## config.mk

```make
export PLATFORM = sky130hd
export DESIGN_NAME = spc_serial_port
export DESIGN_NICKNAME = d
export VERILOG_FILES = /design/src/logic/spc_pkg.sv /design/src/logic/spc_frame_if.sv /design/src/logic/spc_frame_engine.sv /design/src/logic/spc_serial_port.sv
export SDC_FILE = /design/constraint.sdc
export NUM_CORES = 1
export LEC_CHECK = 0
export CAP_MARGIN = 5
export CORE_MARGIN = 2
export CORE_UTILIZATION = 58
export DETAILED_ROUTE_END_ITERATION = 8
export DONT_BUFFER_PORTS = 1
export GPL_TIMING_DRIVEN = 0
export MAX_ROUTING_LAYER = met4
export PLACE_DENSITY = 0.79
export SETUP_SLACK_MARGIN = 0.15
export SLEW_MARGIN = 10
export SYNTH_ARGS = -nofsm -noshare
export SYNTH_HDL_FRONTEND = slang
export SYNTH_HIERARCHICAL = 1
export SYNTH_SLANG_ARGS = --single-unit
```

## constraint.sdc

```tcl
create_clock -name pclk -period 3 [get_ports pclk]
set_clock_uncertainty 0.1 [all_clocks]
set_input_delay 0.6 -clock pclk [delete_from_list [all_inputs] [get_ports pclk]]
set_output_delay 0.6 -clock pclk [all_outputs]
set_load 0.01 [all_outputs]
```

## src/logic/spc_pkg.sv

```systemverilog
/*
  Shared constants of the serial port control block: register byte offsets, bit positions,
  reset values, mode codes and bit timing ratios.
  Assumes a 32-bit APB bus with 12-bit byte addresses; timing is in pclk cycles, timer overflows or oversample ticks.
*/
package spc_pkg;
  // register map (byte addresses)
  localparam int APB_ADDR_W = 12;
  localparam logic [11:0] CTRL_OFS = 12'h098;
  localparam logic [11:0] BUF_OFS = 12'h09C;
  localparam logic [11:0] AUX_OFS = 12'h0A0;
  localparam logic [11:0] IRQ_STAT_OFS = 12'h0A4;
  localparam logic [11:0] IRQ_EN_OFS = 12'h0A8;
  localparam logic [11:0] IRQ_CLR_OFS = 12'h0AC;
  // serial_port_control bit positions
  localparam int CTRL_MODE_HIGH = 7;
  localparam int CTRL_MODE_LOW = 6;
  localparam int CTRL_MPE = 5;
  localparam int CTRL_REN = 4;
  localparam int CTRL_TB8 = 3;
  localparam int CTRL_RB8 = 2;
  localparam int CTRL_TI = 1;
  localparam int CTRL_RI = 0;
  localparam logic [7:0] CTRL_RESET = 8'h00;
  // power_control_register bits
  localparam int AUX_VIEW = 7;
  localparam int AUX_BAUD_DBL = 6;
  localparam logic [1:0] AUX_RESET = 2'h0;
  // interrupt status / enable / clear layout
  localparam int IRQ_W = 3;
  localparam int IRQ_RX = 0;
  localparam int IRQ_TX = 1;
  localparam int IRQ_FE = 2;
  localparam logic [2:0] IRQ_RESET = 3'h0;
  // serial modes
  typedef enum logic [1:0] {
    SPC_MODE_SHIFT = 2'h0,
    SPC_MODE_UART8 = 2'h1,
    SPC_MODE_FIXED9 = 2'h2,
    SPC_MODE_VAR9 = 2'h3
  } spc_mode_e;
  // bit timing, in pclk cycles, timer overflows or oversample ticks
  localparam logic [4:0] SHIFT_DIV = 5'h06;
  localparam logic [4:0] SHIFT_LOW = 5'h03;
  localparam logic [4:0] OVERSAMPLE = 5'h10;
  localparam logic [4:0] FIXED_DIV_SLOW = 5'h02;
  localparam logic [4:0] FIXED_DIV_FAST = 5'h01;
  localparam logic [4:0] VAR_DIV_SLOW = 5'h02;
  localparam logic [4:0] VAR_DIV_FAST = 5'h01;
  localparam logic [3:0] OS_LAST = 4'hF;
  localparam logic [3:0] SAMPLE_POINT = 4'h7;
  localparam logic [3:0] SHIFT_BITS = 4'h8;
  localparam logic [3:0] FRAME8_BITS = 4'hA;
  localparam logic [3:0] FRAME9_BITS = 4'hB;
endpackage

```

## src/logic/spc_frame_if.sv

```systemverilog
/*
  Bundle between the register side and the frame engine of the serial port.
  Assumes both ends run on the same pclk.
*/
`timescale 1ns/1ns
interface spc_frame_if;
  import spc_pkg::*;
  spc_mode_e mode;
  logic baud_double;
  logic ren;
  logic ri;
  logic tx_start;
  logic [7:0] tx_data;
  logic tx_ninth;
  logic tx_done;
  logic tx_busy;
  logic rx_done;
  logic [7:0] rx_data;
  logic rx_ninth;
  logic rx_stop;
  modport ctrl (output mode, baud_double, ren, ri, tx_start, tx_data, tx_ninth,
    input tx_done, tx_busy, rx_done, rx_data, rx_ninth, rx_stop);
  modport engine (input mode, baud_double, ren, ri, tx_start, tx_data, tx_ninth,
    output tx_done, tx_busy, rx_done, rx_data, rx_ninth, rx_stop);
endinterface

```

## src/logic/spc_frame_engine.sv

```systemverilog
/*
  Frame engine: bit timing, transmit and receive shifters for the four serial modes.
  Assumes rxd_level and ovf_tick are already synchronised to pclk.
*/
`timescale 1ns/1ns
module spc_frame_engine (
  // clock, reset, enable
  input wire logic pclk,
  input wire logic presetn,
  input wire logic ce,
  // line, synchronised
  input wire logic rxd_level,
  input wire logic ovf_tick,
  output logic rxd_out,
  output logic rxd_oe,
  output logic txd,
  // control side
  spc_frame_if.engine fif
);
  import spc_pkg::*;
  typedef enum logic [2:0] {
    SPC_RX_IDLE = 3'b001,
    SPC_RX_SHIFT = 3'b010,
    SPC_RX_UART = 3'b100
  } spc_rx_state_e;
  spc_rx_state_e rx_state_reg, rx_state_next;
  logic [4:0] div_reg, div_next, lim;
  logic [3:0] tx_os_reg, tx_os_next, tx_cnt_reg, tx_cnt_next, frame_bits;
  logic [3:0] rx_os_reg, rx_os_next, rx_cnt_reg, rx_cnt_next;
  logic [10:0] tx_sh_reg, tx_sh_next;
  logic [7:0] rx_sh_reg, rx_sh_next;
  logic tx_busy_reg, tx_busy_next, tx_done_reg, tx_done_next;
  logic rx_done_reg, rx_done_next, rx_ninth_reg, rx_ninth_next, rx_stop_reg, rx_stop_next;
  logic txd_reg, txd_next, rxd_out_reg, rxd_out_next, rxd_oe_reg, rxd_oe_next;
  logic rxd_prev_reg, shift_mode, nine, src, bit_tick, os_tick;

  always_comb begin
    shift_mode = (fif.mode == SPC_MODE_SHIFT);
    nine = fif.mode[1];
    frame_bits = nine ? FRAME9_BITS : FRAME8_BITS;
    // fixed rate 9-bit mode counts pclk, variable modes count timer overflows
    unique case (fif.mode)
      SPC_MODE_SHIFT: begin
        src = 1'b1;
        lim = SHIFT_DIV - 5'h01;
      end
      SPC_MODE_FIXED9: begin
        src = 1'b1;
        lim = (fif.baud_double ? FIXED_DIV_FAST : FIXED_DIV_SLOW) - 5'h01;
      end
      default: begin
        src = ovf_tick;
        lim = (fif.baud_double ? VAR_DIV_FAST : VAR_DIV_SLOW) - 5'h01;
      end
    endcase
    div_next = src ? ((div_reg >= lim) ? 5'h00 : div_reg + 5'h01) : div_reg;
    // restart the bit clock so the first mode 0 bit gets a full low and high phase
    if (shift_mode && fif.tx_start) begin
      div_next = 5'h00;
    end
    bit_tick = shift_mode && (div_reg >= lim);
    os_tick = !shift_mode && src && (div_reg >= lim);
  end

  always_comb begin
    tx_sh_next = tx_sh_reg;
    tx_cnt_next = tx_cnt_reg;
    tx_os_next = tx_os_reg;
    tx_busy_next = tx_busy_reg;
    tx_done_next = 1'b0;
    if (fif.tx_start) begin
      tx_busy_next = 1'b1;
      tx_cnt_next = 4'h0;
      tx_os_next = 4'h0;
      tx_sh_next = shift_mode ? {3'b111, fif.tx_data}
        : {1'b1, (nine ? fif.tx_ninth : 1'b1), fif.tx_data, 1'b0};
    end else if (tx_busy_reg) begin
      if (os_tick) begin
        tx_os_next = tx_os_reg + 4'h1;
      end
      if (bit_tick || (os_tick && tx_os_reg == OS_LAST)) begin
        tx_sh_next = {1'b1, tx_sh_reg[10:1]};
        tx_cnt_next = tx_cnt_reg + 4'h1;
        if (shift_mode && tx_cnt_next == SHIFT_BITS) begin
          tx_done_next = 1'b1;
          tx_busy_next = 1'b0;
        end
        if (!shift_mode && tx_cnt_next == frame_bits - 4'h1) begin
          tx_done_next = 1'b1;
        end
        if (!shift_mode && tx_cnt_next == frame_bits) begin
          tx_busy_next = 1'b0;
        end
      end
    end
  end

  always_comb begin
    rx_state_next = rx_state_reg;
    rx_sh_next = rx_sh_reg;
    rx_cnt_next = rx_cnt_reg;
    rx_os_next = rx_os_reg;
    rx_done_next = 1'b0;
    rx_ninth_next = rx_ninth_reg;
    rx_stop_next = rx_stop_reg;
    unique case (rx_state_reg)
      SPC_RX_IDLE: begin
        rx_cnt_next = 4'h0;
        rx_os_next = 4'h0;
        if (fif.ren && shift_mode && !fif.ri && !tx_busy_reg && !fif.tx_start) begin
          rx_state_next = SPC_RX_SHIFT;
        end else if (fif.ren && !shift_mode && rxd_prev_reg && !rxd_level) begin
          rx_state_next = SPC_RX_UART;
        end
      end
      SPC_RX_SHIFT: begin
        if (!fif.ren || !shift_mode) begin
          rx_state_next = SPC_RX_IDLE;
        end else if (bit_tick) begin
          rx_sh_next = {rxd_level, rx_sh_reg[7:1]};
          rx_cnt_next = rx_cnt_reg + 4'h1;
          if (rx_cnt_next == SHIFT_BITS) begin
            rx_done_next = 1'b1;
            rx_stop_next = 1'b1;
            rx_state_next = SPC_RX_IDLE;
          end
        end
      end
      SPC_RX_UART: begin
        if (!fif.ren || shift_mode) begin
          rx_state_next = SPC_RX_IDLE;
        end else if (os_tick) begin
          rx_os_next = rx_os_reg + 4'h1;
          if (rx_os_reg == SAMPLE_POINT) begin
            rx_cnt_next = rx_cnt_reg + 4'h1;
            if (rx_cnt_reg == 4'h0) begin
              // a glitch rather than a start bit
              if (rxd_level) begin
                rx_state_next = SPC_RX_IDLE;
              end
            end else if (rx_cnt_reg <= SHIFT_BITS) begin
              rx_sh_next = {rxd_level, rx_sh_reg[7:1]};
            end else if (nine && rx_cnt_reg == SHIFT_BITS + 4'h1) begin
              rx_ninth_next = rxd_level;
            end else begin
              rx_stop_next = rxd_level;
              rx_ninth_next = nine ? rx_ninth_reg : rxd_level;
              rx_done_next = 1'b1;
              rx_state_next = SPC_RX_IDLE;
            end
          end
        end
      end
      default: rx_state_next = SPC_RX_IDLE;
    endcase
  end

  always_comb begin
    // mode 0: txd carries the shift clock, rxd the data
    txd_next = shift_mode
      ? !((tx_busy_reg || rx_state_reg == SPC_RX_SHIFT) && div_reg < SHIFT_LOW)
      : (tx_busy_reg ? tx_sh_reg[0] : 1'b1);
    rxd_oe_next = shift_mode && tx_busy_reg;
    rxd_out_next = rxd_oe_next ? tx_sh_reg[0] : 1'b1;
  end

  always_ff @(posedge pclk or negedge presetn) begin
    if (!presetn) begin
      div_reg <= 5'h00;
      tx_sh_reg <= 11'h7FF;
      tx_cnt_reg <= 4'h0;
      tx_os_reg <= 4'h0;
      tx_busy_reg <= 1'b0;
      tx_done_reg <= 1'b0;
      rx_state_reg <= SPC_RX_IDLE;
      rx_sh_reg <= 8'h00;
      rx_cnt_reg <= 4'h0;
      rx_os_reg <= 4'h0;
      rx_done_reg <= 1'b0;
      rx_ninth_reg <= 1'b0;
      rx_stop_reg <= 1'b0;
      rxd_prev_reg <= 1'b1;
      txd_reg <= 1'b1;
      rxd_out_reg <= 1'b1;
      rxd_oe_reg <= 1'b0;
    end else if (ce) begin
      div_reg <= div_next;
      tx_sh_reg <= tx_sh_next;
      tx_cnt_reg <= tx_cnt_next;
      tx_os_reg <= tx_os_next;
      tx_busy_reg <= tx_busy_next;
      tx_done_reg <= tx_done_next;
      rx_state_reg <= rx_state_next;
      rx_sh_reg <= rx_sh_next;
      rx_cnt_reg <= rx_cnt_next;
      rx_os_reg <= rx_os_next;
      rx_done_reg <= rx_done_next;
      rx_ninth_reg <= rx_ninth_next;
      rx_stop_reg <= rx_stop_next;
      rxd_prev_reg <= rxd_level;
      txd_reg <= txd_next;
      rxd_out_reg <= rxd_out_next;
      rxd_oe_reg <= rxd_oe_next;
    end
  end

  assign fif.tx_done = tx_done_reg;
  assign fif.tx_busy = tx_busy_reg;
  assign fif.rx_done = rx_done_reg;
  assign fif.rx_data = rx_sh_reg;
  assign fif.rx_ninth = rx_ninth_reg;
  assign fif.rx_stop = rx_stop_reg;
  assign txd = txd_reg;
  assign rxd_out = rxd_out_reg;
  assign rxd_oe = rxd_oe_reg;
endmodule

```

## src/logic/spc_serial_port.sv

```systemverilog
/*
  Serial port control and status block: APB register file, flag logic, interrupt,
  pin synchronisers and the frame engine.
  Assumes the timer overflow arrives as a level that toggles high once per overflow
  and that the rxd pin may change at any time relative to pclk.
*/
// Added by the designer: register access over APB.
// Overview of operation
// - Two mode bits pick shift register, 8-bit UART, fixed 9-bit or variable 9-bit.
// - Control bit 7 is mode_bit_high or framing_error_flag, chosen by view select.
// - Bad stop bit sets framing_error_flag; only a software write clears it.
// - In 9-bit modes with multiprocessor enable, ninth bit 0 leaves receive flag clear.
// - In 8-bit UART with multiprocessor enable, receive flag needs a valid stop bit.
// - Reception happens only while receive_enable is set.
// - Received ninth bit: 9-bit modes take ninth bit; 8-bit without filtering takes stop.
// - Transmit flag sets after eighth bit in mode 0, at stop start otherwise.
// - Receive flag sets after eighth bit in mode 0, mid stop bit otherwise.
// - Mode 0 runs at clock/6; fixed 9-bit mode at clock/32 or clock/16.
// - Mode 0 reception starts when flag clear, enabled and not transmitting; others on start bit.
// - Any serial_buffer write starts transmission; 9-bit modes send transmit_ninth_bit.
`timescale 1ns/1ns
module spc_serial_port (
  // clock, reset, enable
  input wire logic pclk,
  input wire logic presetn,
  input wire logic ce,
  // apb slave
  input wire logic psel,
  input wire logic penable,
  input wire logic pwrite,
  input wire logic [spc_pkg::APB_ADDR_W-1:0] paddr,
  input wire logic [31:0] pwdata,
  output logic [31:0] prdata,
  output logic pready,
  output logic pslverr,
  // serial line
  input wire logic rxd_in,
  output logic rxd_out,
  output logic rxd_oe,
  output logic txd,
  // baud source from the timer block
  input wire logic timer_ovf,
  // interrupt
  output logic irq
);
  import spc_pkg::*;

  spc_frame_if fif ();

  logic [2:0] rxd_sync_reg, ovf_sync_reg;
  logic rxd_level_reg, rxd_level_next, ovf_level_reg, ovf_level_next, ovf_tick_reg, ovf_tick_next;
  logic mode_high_reg, mode_low_reg, mpe_reg, ren_reg, tb8_reg, rb8_reg, ti_reg, ri_reg, fe_reg;
  logic mode_high_next, mode_low_next, mpe_next, ren_next, tb8_next, rb8_next;
  logic ti_next, ri_next, fe_next;
  logic view_reg, view_next, bdbl_reg, bdbl_next;
  logic [7:0] rbuf_reg, rbuf_next, tdata_reg, tdata_next;
  logic tstart_reg, tstart_next;
  logic [IRQ_W-1:0] istat_reg, istat_next, ien_reg, ien_next, ievt;
  logic irq_reg, irq_next;
  logic [31:0] prdata_reg, prdata_next;
  logic pready_reg, pready_next, pslverr_reg, pslverr_next;
  logic wr, ctrl_wr, buf_wr, rx_ok, rb8_load, fe_evt;
  logic [7:0] ctrl_view;

  function automatic logic spc_hit(input logic [APB_ADDR_W-1:0] a, input logic [11:0] ofs);
    return a == ofs;
  endfunction

  function automatic logic spc_known(input logic [APB_ADDR_W-1:0] a);
    return spc_hit(a, CTRL_OFS) || spc_hit(a, BUF_OFS) || spc_hit(a, AUX_OFS)
      || spc_hit(a, IRQ_STAT_OFS) || spc_hit(a, IRQ_EN_OFS) || spc_hit(a, IRQ_CLR_OFS);
  endfunction

  // pin synchronisers: a change counts once stages two and three agree
  always_comb begin
    rxd_level_next = (rxd_sync_reg[1] == rxd_sync_reg[2]) ? rxd_sync_reg[2] : rxd_level_reg;
    ovf_level_next = (ovf_sync_reg[1] == ovf_sync_reg[2]) ? ovf_sync_reg[2] : ovf_level_reg;
    ovf_tick_next = ovf_level_next && !ovf_level_reg;
  end

  always_ff @(posedge pclk or negedge presetn) begin
    if (!presetn) begin
      rxd_sync_reg <= 3'h7;
      ovf_sync_reg <= 3'h0;
      rxd_level_reg <= 1'b1;
      ovf_level_reg <= 1'b0;
      ovf_tick_reg <= 1'b0;
    end else if (ce) begin
      rxd_sync_reg <= {rxd_sync_reg[1:0], rxd_in};
      ovf_sync_reg <= {ovf_sync_reg[1:0], timer_ovf};
      rxd_level_reg <= rxd_level_next;
      ovf_level_reg <= ovf_level_next;
      ovf_tick_reg <= ovf_tick_next;
    end
  end

  // apb: setup cycle registers the answer, access phase completes in one cycle
  always_comb begin
    wr = psel && penable && pready_reg && pwrite;
    ctrl_wr = wr && spc_hit(paddr, CTRL_OFS);
    buf_wr = wr && spc_hit(paddr, BUF_OFS);
    ctrl_view = {(view_reg ? fe_reg : mode_high_reg), mode_low_reg, mpe_reg, ren_reg,
      tb8_reg, rb8_reg, ti_reg, ri_reg};
    pready_next = psel && !penable;
    pslverr_next = psel && !penable && !spc_known(paddr);
    prdata_next = 32'h0000_0000;
    if (psel && !penable && !pwrite) begin
      if (spc_hit(paddr, CTRL_OFS)) begin
        prdata_next[7:0] = ctrl_view;
      end else if (spc_hit(paddr, BUF_OFS)) begin
        prdata_next[7:0] = rbuf_reg;
      end else if (spc_hit(paddr, AUX_OFS)) begin
        prdata_next[AUX_VIEW] = view_reg;
        prdata_next[AUX_BAUD_DBL] = bdbl_reg;
      end else if (spc_hit(paddr, IRQ_STAT_OFS)) begin
        prdata_next[IRQ_W-1:0] = istat_reg;
      end else if (spc_hit(paddr, IRQ_EN_OFS)) begin
        prdata_next[IRQ_W-1:0] = ien_reg;
      end
    end
  end

  // receive filtering and flag events
  always_comb begin
    unique case (fif.mode)
      SPC_MODE_SHIFT: rx_ok = fif.rx_done;
      SPC_MODE_UART8: rx_ok = fif.rx_done && (!mpe_reg || fif.rx_stop);
      default: rx_ok = fif.rx_done && (!mpe_reg || fif.rx_ninth);
    endcase
    rb8_load = fif.mode[1] ? rx_ok : (fif.rx_done && fif.mode == SPC_MODE_UART8 && !mpe_reg);
    fe_evt = fif.rx_done && fif.mode != SPC_MODE_SHIFT && !fif.rx_stop;
    ievt = '0;
    ievt[IRQ_RX] = rx_ok;
    ievt[IRQ_TX] = fif.tx_done;
    ievt[IRQ_FE] = fe_evt;
  end

  // control state; hardware sets win over a software write in the same cycle
  always_comb begin
    mode_high_next = mode_high_reg;
    mode_low_next = mode_low_reg;
    mpe_next = mpe_reg;
    ren_next = ren_reg;
    tb8_next = tb8_reg;
    rb8_next = rb8_reg;
    ti_next = ti_reg;
    ri_next = ri_reg;
    fe_next = fe_reg;
    view_next = view_reg;
    bdbl_next = bdbl_reg;
    rbuf_next = rbuf_reg;
    tdata_next = tdata_reg;
    tstart_next = buf_wr;
    istat_next = istat_reg;
    ien_next = ien_reg;
    if (ctrl_wr) begin
      if (view_reg) begin
        fe_next = pwdata[CTRL_MODE_HIGH];
      end else begin
        mode_high_next = pwdata[CTRL_MODE_HIGH];
      end
      mode_low_next = pwdata[CTRL_MODE_LOW];
      mpe_next = pwdata[CTRL_MPE];
      ren_next = pwdata[CTRL_REN];
      tb8_next = pwdata[CTRL_TB8];
      rb8_next = pwdata[CTRL_RB8];
      ti_next = pwdata[CTRL_TI];
      ri_next = pwdata[CTRL_RI];
    end
    if (buf_wr) begin
      tdata_next = pwdata[7:0];
    end
    if (wr && spc_hit(paddr, AUX_OFS)) begin
      view_next = pwdata[AUX_VIEW];
      bdbl_next = pwdata[AUX_BAUD_DBL];
    end
    if (wr && spc_hit(paddr, IRQ_EN_OFS)) begin
      ien_next = pwdata[IRQ_W-1:0];
    end
    if (wr && spc_hit(paddr, IRQ_CLR_OFS)) begin
      istat_next = istat_reg & ~pwdata[IRQ_W-1:0];
    end
    istat_next = istat_next | ievt;
    if (fe_evt) begin
      fe_next = 1'b1;
    end
    if (fif.tx_done) begin
      ti_next = 1'b1;
    end
    if (rx_ok) begin
      ri_next = 1'b1;
      rbuf_next = fif.rx_data;
    end
    if (rb8_load) begin
      rb8_next = fif.rx_ninth;
    end
    irq_next = |(istat_next & ien_next);
  end

  always_ff @(posedge pclk or negedge presetn) begin
    if (!presetn) begin
      {mode_high_reg, mode_low_reg, mpe_reg, ren_reg, tb8_reg, rb8_reg, ti_reg, ri_reg}
        <= CTRL_RESET;
      fe_reg <= 1'b0;
      {view_reg, bdbl_reg} <= AUX_RESET;
      rbuf_reg <= 8'h00;
      tdata_reg <= 8'h00;
      tstart_reg <= 1'b0;
      istat_reg <= IRQ_RESET;
      ien_reg <= IRQ_RESET;
      irq_reg <= 1'b0;
      prdata_reg <= 32'h0000_0000;
      pready_reg <= 1'b0;
      pslverr_reg <= 1'b0;
    end else if (ce) begin
      {mode_high_reg, mode_low_reg, mpe_reg, ren_reg, tb8_reg, rb8_reg, ti_reg, ri_reg}
        <= {mode_high_next, mode_low_next, mpe_next, ren_next, tb8_next, rb8_next,
        ti_next, ri_next};
      fe_reg <= fe_next;
      {view_reg, bdbl_reg} <= {view_next, bdbl_next};
      rbuf_reg <= rbuf_next;
      tdata_reg <= tdata_next;
      tstart_reg <= tstart_next;
      istat_reg <= istat_next;
      ien_reg <= ien_next;
      irq_reg <= irq_next;
      prdata_reg <= prdata_next;
      pready_reg <= pready_next;
      pslverr_reg <= pslverr_next;
    end
  end

  assign fif.mode = spc_mode_e'({mode_high_reg, mode_low_reg});
  assign fif.baud_double = bdbl_reg;
  assign fif.ren = ren_reg;
  assign fif.ri = ri_reg;
  assign fif.tx_start = tstart_reg;
  assign fif.tx_data = tdata_reg;
  assign fif.tx_ninth = tb8_reg;
  assign prdata = prdata_reg;
  assign pready = pready_reg;
  assign pslverr = pslverr_reg;
  assign irq = irq_reg;

  spc_frame_engine u_engine (
    .pclk(pclk),
    .presetn(presetn),
    .ce(ce),
    .rxd_level(rxd_level_reg),
    .ovf_tick(ovf_tick_reg),
    .rxd_out(rxd_out),
    .rxd_oe(rxd_oe),
    .txd(txd),
    .fif(fif.engine)
  );

  a_fe_set: assert property (@(posedge pclk) disable iff (!presetn)
    ce && fe_evt |=> fe_reg) else $error("framing error not flagged");
  a_fe_sticky: assert property (@(posedge pclk) disable iff (!presetn)
    fe_reg && !ctrl_wr |=> fe_reg) else $error("framing error cleared by hardware");
  a_ri_ninth_filter: assert property (@(posedge pclk) disable iff (!presetn)
    ce && fif.rx_done && fif.mode[1] && mpe_reg && !fif.rx_ninth && !ri_reg && !ctrl_wr
    |=> !ri_reg) else $error("address filter let data frame through");
  a_ri_stop_filter: assert property (@(posedge pclk) disable iff (!presetn)
    ce && fif.rx_done && fif.mode == SPC_MODE_UART8 && mpe_reg && !fif.rx_stop && !ri_reg
    && !ctrl_wr |=> !ri_reg) else $error("receive flag without valid stop");
  a_rx_blocked: assert property (@(posedge pclk) disable iff (!presetn)
    !ren_reg && $past(!ren_reg) |-> !fif.rx_done) else $error("reception while disabled");
  a_rb8_load: assert property (@(posedge pclk) disable iff (!presetn)
    ce && rb8_load |=> rb8_reg == $past(fif.rx_ninth)) else $error("ninth bit not loaded");
  a_ti_set: assert property (@(posedge pclk) disable iff (!presetn)
    ce && fif.tx_done |=> ti_reg && ctrl_view[CTRL_TI]) else $error("transmit flag missed");
  a_ri_set: assert property (@(posedge pclk) disable iff (!presetn)
    ce && rx_ok |=> ri_reg && rbuf_reg == $past(fif.rx_data)) else $error("receive flag missed");
  a_tx_start: assert property (@(posedge pclk) disable iff (!presetn)
    ce && buf_wr |=> tstart_reg ##1 (!ce || fif.tx_busy)) else $error("write did not start send");
  a_tx_load: assert property (@(posedge pclk) disable iff (!presetn)
    ce && buf_wr |=> fif.tx_data == $past(pwdata[7:0]))
    else $error("transmit data not loaded");
  // flags are sticky: only a control write may take them down
  a_ti_sticky: assert property (@(posedge pclk) disable iff (!presetn)
    ti_reg && !ctrl_wr |=> ti_reg)
    else $error("transmit flag cleared by hardware");
  a_ri_sticky: assert property (@(posedge pclk) disable iff (!presetn)
    ri_reg && !ctrl_wr |=> ri_reg)
    else $error("receive flag cleared by hardware");
  a_mode_kept: assert property (@(posedge pclk) disable iff (!presetn)
    ctrl_wr && view_reg |=> mode_high_reg == $past(mode_high_reg))
    else $error("mode bit written while error view selected");
  a_rb8_shift: assert property (@(posedge pclk) disable iff (!presetn)
    fif.mode == SPC_MODE_SHIFT && !ctrl_wr |=> rb8_reg == $past(rb8_reg))
    else $error("ninth bit changed in shift mode");
  // bus side: ready lasts one cycle since the master is already in its access phase
  a_ready_pulse: assert property (@(posedge pclk) disable iff (!presetn)
    ce && pready |=> !pready)
    else $error("ready held past one cycle");
  a_err_ready: assert property (@(posedge pclk) disable iff (!presetn)
    pslverr |-> pready)
    else $error("error without ready");
  a_irq_level: assert property (@(posedge pclk) disable iff (!presetn)
    ce |=> irq == |(istat_reg & ien_reg))
    else $error("interrupt level disagrees with status");
endmodule

```

* Word level (Yosys, flattened, before mapping)
Index checks and enable logic that the tools add are counted.
** Word-level totals
- Register bits after elaboration :: 106
- Input bits :: 52
- Output and inout port bits :: 38
- Word-level logic and storage cells :: 302
** Operators by class
- Add/subtract/negate cells :: 7
- $lt $le $gt $ge :: 3
- Equality and inequality tests :: 39
- Mux-type cells :: 107
- Bitwise gates (word level) :: 8
- Reduce and logical (&&, ||, !) cells :: 96
** Operators by type and width (count)
- 12-bit by 8-bit equality test with 1-bit output (second input constant) :: 6
- 8-bit two-way mux :: 9
- 3-bit two-way mux :: 19
- 4-bit two-way mux :: 13
- 1-bit two-way mux :: 48
- 1-bit logical AND :: 36
- 11-bit two-way mux :: 3
- 2-bit nonzero test :: 12
- 5-bit two-way mux :: 4
- 2-bit AND reduction :: 9
- 9-bit AND reduction :: 2
- 4-bit by 1-bit adder with 4-bit output (second input constant) :: 4
- 4-bit equality test (second input constant) :: 4
- 8-bit case mux with 2 select lines :: 1
- 3-bit by 1-bit != test with 1-bit output (second input constant) :: 5
- 1-bit zero test :: 13
- 2-bit by 1-bit != test with 1-bit output (second input constant) :: 6
- 4-bit case mux with 3 select lines :: 1
- 3-bit AND reduction :: 4
- 1-bit logical OR :: 11
- 11-bit AND reduction :: 1
- 10-bit two-way mux :: 1
- 2-bit != test (second input constant) :: 5
- 3-bit case mux with 3 select lines :: 1
- 31 further kinds :: 42

* Depth between registers and ports, before layout
- Depth in word-level cells :: 10
- Gate-level depth with buffers :: 12
- Gate-level depth less buffers :: 10

* Cells and area by module
The synthesis kept the hierarchy.
** Modules (own cells, without submodules)
- spc_frame_engine :: instances 1, cells each 335, area an instance 3064.2 um^2, sequential area each 1293.7 um^2
- spc_serial_port :: instances 1, cells each 236, area an instance 2733.9 um^2, sequential area each 1356.3 um^2

* Worst setup path before layout
No wires, ideal clock.
- Path kind :: register to register
- Start :: register mode_high_reg
- End :: register u_engine.rx_sh_reg[0], in the netlist u_engine/fif.rx_data[0]
- Setup time :: 125 ps
- Arrival time :: 3004 ps
- Required time :: 2775 ps
- Slack :: -229 ps
- Stages on the path, launching flop included :: 13
- Path buffers :: 2
- Period minus slack after synthesis :: 3229 ps
- Cells stage by stage :: dfrtp_1 clkbuf_1 nor2_1 clkinv_1 nand2_1 ha_1 or3b_4 a2111o_1 nand3_2 a221oi_2 nor2b_4 buf_6 mux2_4
** On the way
- Longest elaborated chain between the ends :: 7
- Elaborated cells on any way between the ends :: 17
- Those cells by class :: order compare (1); eq/ne (5); mux (2); reduce/logical (9)
** RTL lines
- from (decl) :: line spc_serial_port.sv:52 : logic mode_high_reg, mode_low_reg, mpe_reg, ren_reg, tb8_reg, rb8_reg, ti_reg, ri_reg, fe_reg;
- branches (longest 6 deep; another with 5-bit >= comparator)
- 9-bit AND reduction (no line) *
- to (signal assigned) :: line spc_frame_engine.sv:194 : rx_sh_reg <= rx_sh_next;
- to (decl) :: line spc_frame_engine.sv:31 : logic [7:0] rx_sh_reg, rx_sh_next;
Every way passes the cells marked *.
A chain may end at the register's enable or synchronous reset.

* Worst setup path in the final report
Same ends and word-level chain as after synthesis.

==> impl_metrics.yaml <==
run_status:
  outcome: "finished with violations"
  violations: "negative hold slack, negative setup slack"
global_routing:
  grt_pass1_wl_um: 22000
  antenna_found_initial: 0
  grt_max_degree: 106
  grt_pass1_vias: 4438
  grt_use_total_pct: 25.8
  grt.overflow.total: 0
power_and_ir_drop:
  combinationalPowerShare_pct: 29.8
  ir_worst_vdd_v: 0.000292
  swShare_pct: 34.5
  p_seq_share_pct: 48.6
  leakage_nw: 2.88
  p_int_mw: 2.57
  clkPwrFrac_pct: 21.6
  power_density_nw_per_um2: 601
  p_switching_mw: 1.35
logic_synthesis:
  synth_commonest_cells: "dfrtp_1, nand2_1, o21ai_0"
  yosys.cell_count.top_type: "dfrtp_1"
  ys_warn_count: 6
  synth_top_area_cell: "dfrtp_1"
  synth-edff-count: 0
  syn_avg_cell_area_sq_um: 10.2
  ys.flop_type: "dfrtp_1"
  ys_ff_latch: 105
  yosysSeqAreaShare_pct: 45.7
  syn_inst: 571
  ys_types: 82
  ys_top_cells_by_area: "dfrtp_1, dfstp_2, mux2_2, nand2_1, o21ai_0"
  yosysTopAreaCellShare_pct: 37.5
  async_reset_ff_share_pct: 100
  synth_area_sq_um: 5800
timing:
  worst_pin_slew_ns: 1.07
  finalSetupViolCount: 2
  period_share_pct: 100
  period_minus_slack_ns: 3.01
  hold_ws_ns: -0.209
  setup_ws_ns: -0.00639
  hold_violations: 104
  max_freq_ghz: 0.333
  rsz0062_at_grt: "true"
  slew_violations: 0
  slew_headroom_pct: 28.7
cells_and_area:
  nNetsFinal: 682
  syn_to_final_growth_pct: 12.5
  instances_no_fill: 757
  drive_above_1_share_pct: 26.9
  diodes: 0
  largest_reg_flops: 10
floorplan:
  rows: 36
  core_sq_um: 9730
  die_y_um: 104
  ioPinCount: 90
  fp.dieW_um: 104
  initial_utilization_pct: 59.6
  dieArea_sq_um: 10800
clock_tree:
  clk_pin_slew_ns: 0.11
  clock_latency_ns: 0.39
  htreeDepth: 3
  cts_buffers: 9
  root_buffer: "clkbuf_8"
  cts_sinks: 105
  cts_tree: "yes"
  cts_max_path_buffers: 2
setup_path:
  cp_data_arrival_time_ns: 3.18
  r2r_start: "mode_high_reg$_DFFE_PN0P_"
  path_class: "flip-flop to flip-flop"
  cp-start-kind: "flip-flop"
  endpoint: "u_engine/fif.rx_data[0]$_DFFE_PN0P_"
  crit_start: "mode_high_reg$_DFFE_PN0P_"
  crit_required_ns: 3.17
  crit_path_end_kind: "flip-flop"
  rrSetupSlack_ns: -0.006
  path_max_fanout: 8
  rr_worst_depth: 12
  r2r-end: "u_engine/fif.rx_data[0]$_DFFE_PN0P_"
place:
  preCtsSetupSlack_ns: -0.194
  port_buffers: 0
  placed_cells: 727
  hpwl_um: 9120
  routabilityCongestion: 0.882
detailed_routing:
  vias: 4539
  vias_per_cell: 6.00
  postRouteAntennaNets: 0
  avgRoutedWirePerCell_um: 17.7
  first_pass_iters: 5
  drt_wl_total_um: 13400
  drtIter0Drc: 311
  drc: 0
run:
  max_cap_violations: 0
hold_path:
  hold_class: "input port to async pin"
## how the worst min path moves through the flow
stage                     startpoint                                end  slack [ns]
after detailed placement     presetn    u_engine/div_reg[1]$_DFFE_PN0P_        0.21
after CTS                    presetn          mode_high_reg$_DFFE_PN0P_       -0.22
after global placement       presetn  u_engine/tx_os_reg[2]$_DFFE_PN0P_        0.21
after global routing         presetn                rb8_reg$_DFFE_PN0P_       -0.23
after floorplan              presetn               bdbl_reg$_DFFE_PN0P_        0.20
final                        presetn          mode_high_reg$_DFFE_PN0P_       -0.21
## per-stage QoR
step,utilization [%],instance area (sq um),setup TNS (ns),total power [mW]
final,67.0,6520,-0.00932,3.92
after detailed placement,62.7,6100,-4.23,2.88
after global routing,67.0,6520,-0.685,4.14
after floorplan,-,5930,0,2.65
after global placement,62.7,6100,-2.59,2.81
after CTS,65.9,6410,0,3.79
## repair_timing
item,CTS,global route
resized for setup,10,20
setup endpoints to repair,40,45
pin swaps,4,8
buffers inserted,12,2
endpoints found under the hold margin,105,105
## layout by cell type (no fill, tap or decap), drive strengths merged, types with 7 or more instances in the layout
cell type	count
dfrtp	87
nand2	79
o21ai	53
buf	52
mux2	44
nor2	28
nand3	28
conb	24
inv	22
clkbuf	20
dfstp	18
a21oi	15
ha	11
o2bb2ai	10
a31oi	9
nor3	7
nand2b	7
nor2b	7
a221oi	7
## worst max-delay path: stages (launching register included)
cell and delay (ns):
dfrtp_2 0.44, buf_8 0.13, nor2_4 0.13, clkinv_4 0.07, nand2_4 0.07, ha_4 0.19
or3b_4 0.39, a2111o_1 0.49, nand3_2 0.15, a221oi_4 0.08, nor2b_4 0.18, buf_8 0.15
mux2_4 0.30
## area by class of cell
class | count | area (sq um)
plain buffers | 49 | 394
inverters | 18 | 72.6
clock inverters | 7 | 57.6
repair buffers | 14 | 109
fillers | 739 | 3210
clock buffers | 9 | 124
flip-flops and latches | 105 | 2650
well taps | 133 | 166
multi-input cells | 422 | 2950
## power groups by stage
stage / Sequential, mW / Clock [mW] / Combinational (mW)
6_report: 1.91 / 0.845 / 1.17
5_1_grt: 1.94 / 0.913 / 1.29
4_1_cts: 1.89 / 0.860 / 1.04
3_5_place_dp: 1.92 / 0 / 0.965
3_3_place_gp: 1.90 / 0 / 0.910
2_1_floorplan: 1.85 / 0 / 0.794
## cell families after synthesis
kind of cell	count (synthesis)	synth area share, %
buf+inv	67	7.25
flops	105	45.7
xor+xnor	5	0.755
other cells	1	0.0647
compound gates	136	15.7
simple gates	199	18.1
mux	47	10.1
fa+ha+maj	11	2.37
## metal layers
| metal | wire (um) | vias to the layer above | part of all wire (%) | global-route usage, % |
|---|---|---|---|---|
| met1 | 5820 | 2251 | 43 | 32.7 |
| met5 | 0 | - | 0 | - |
| met4 | 252 | 0 | 1.9 | 8.59 |
| met3 | 801 | 23 | 6.0 | 6.14 |
| met2 | 6510 | 170 | 49 | 41.1 |
| li1 | - | 2095 | - | - |
Power figures use the tool's default switching activity.
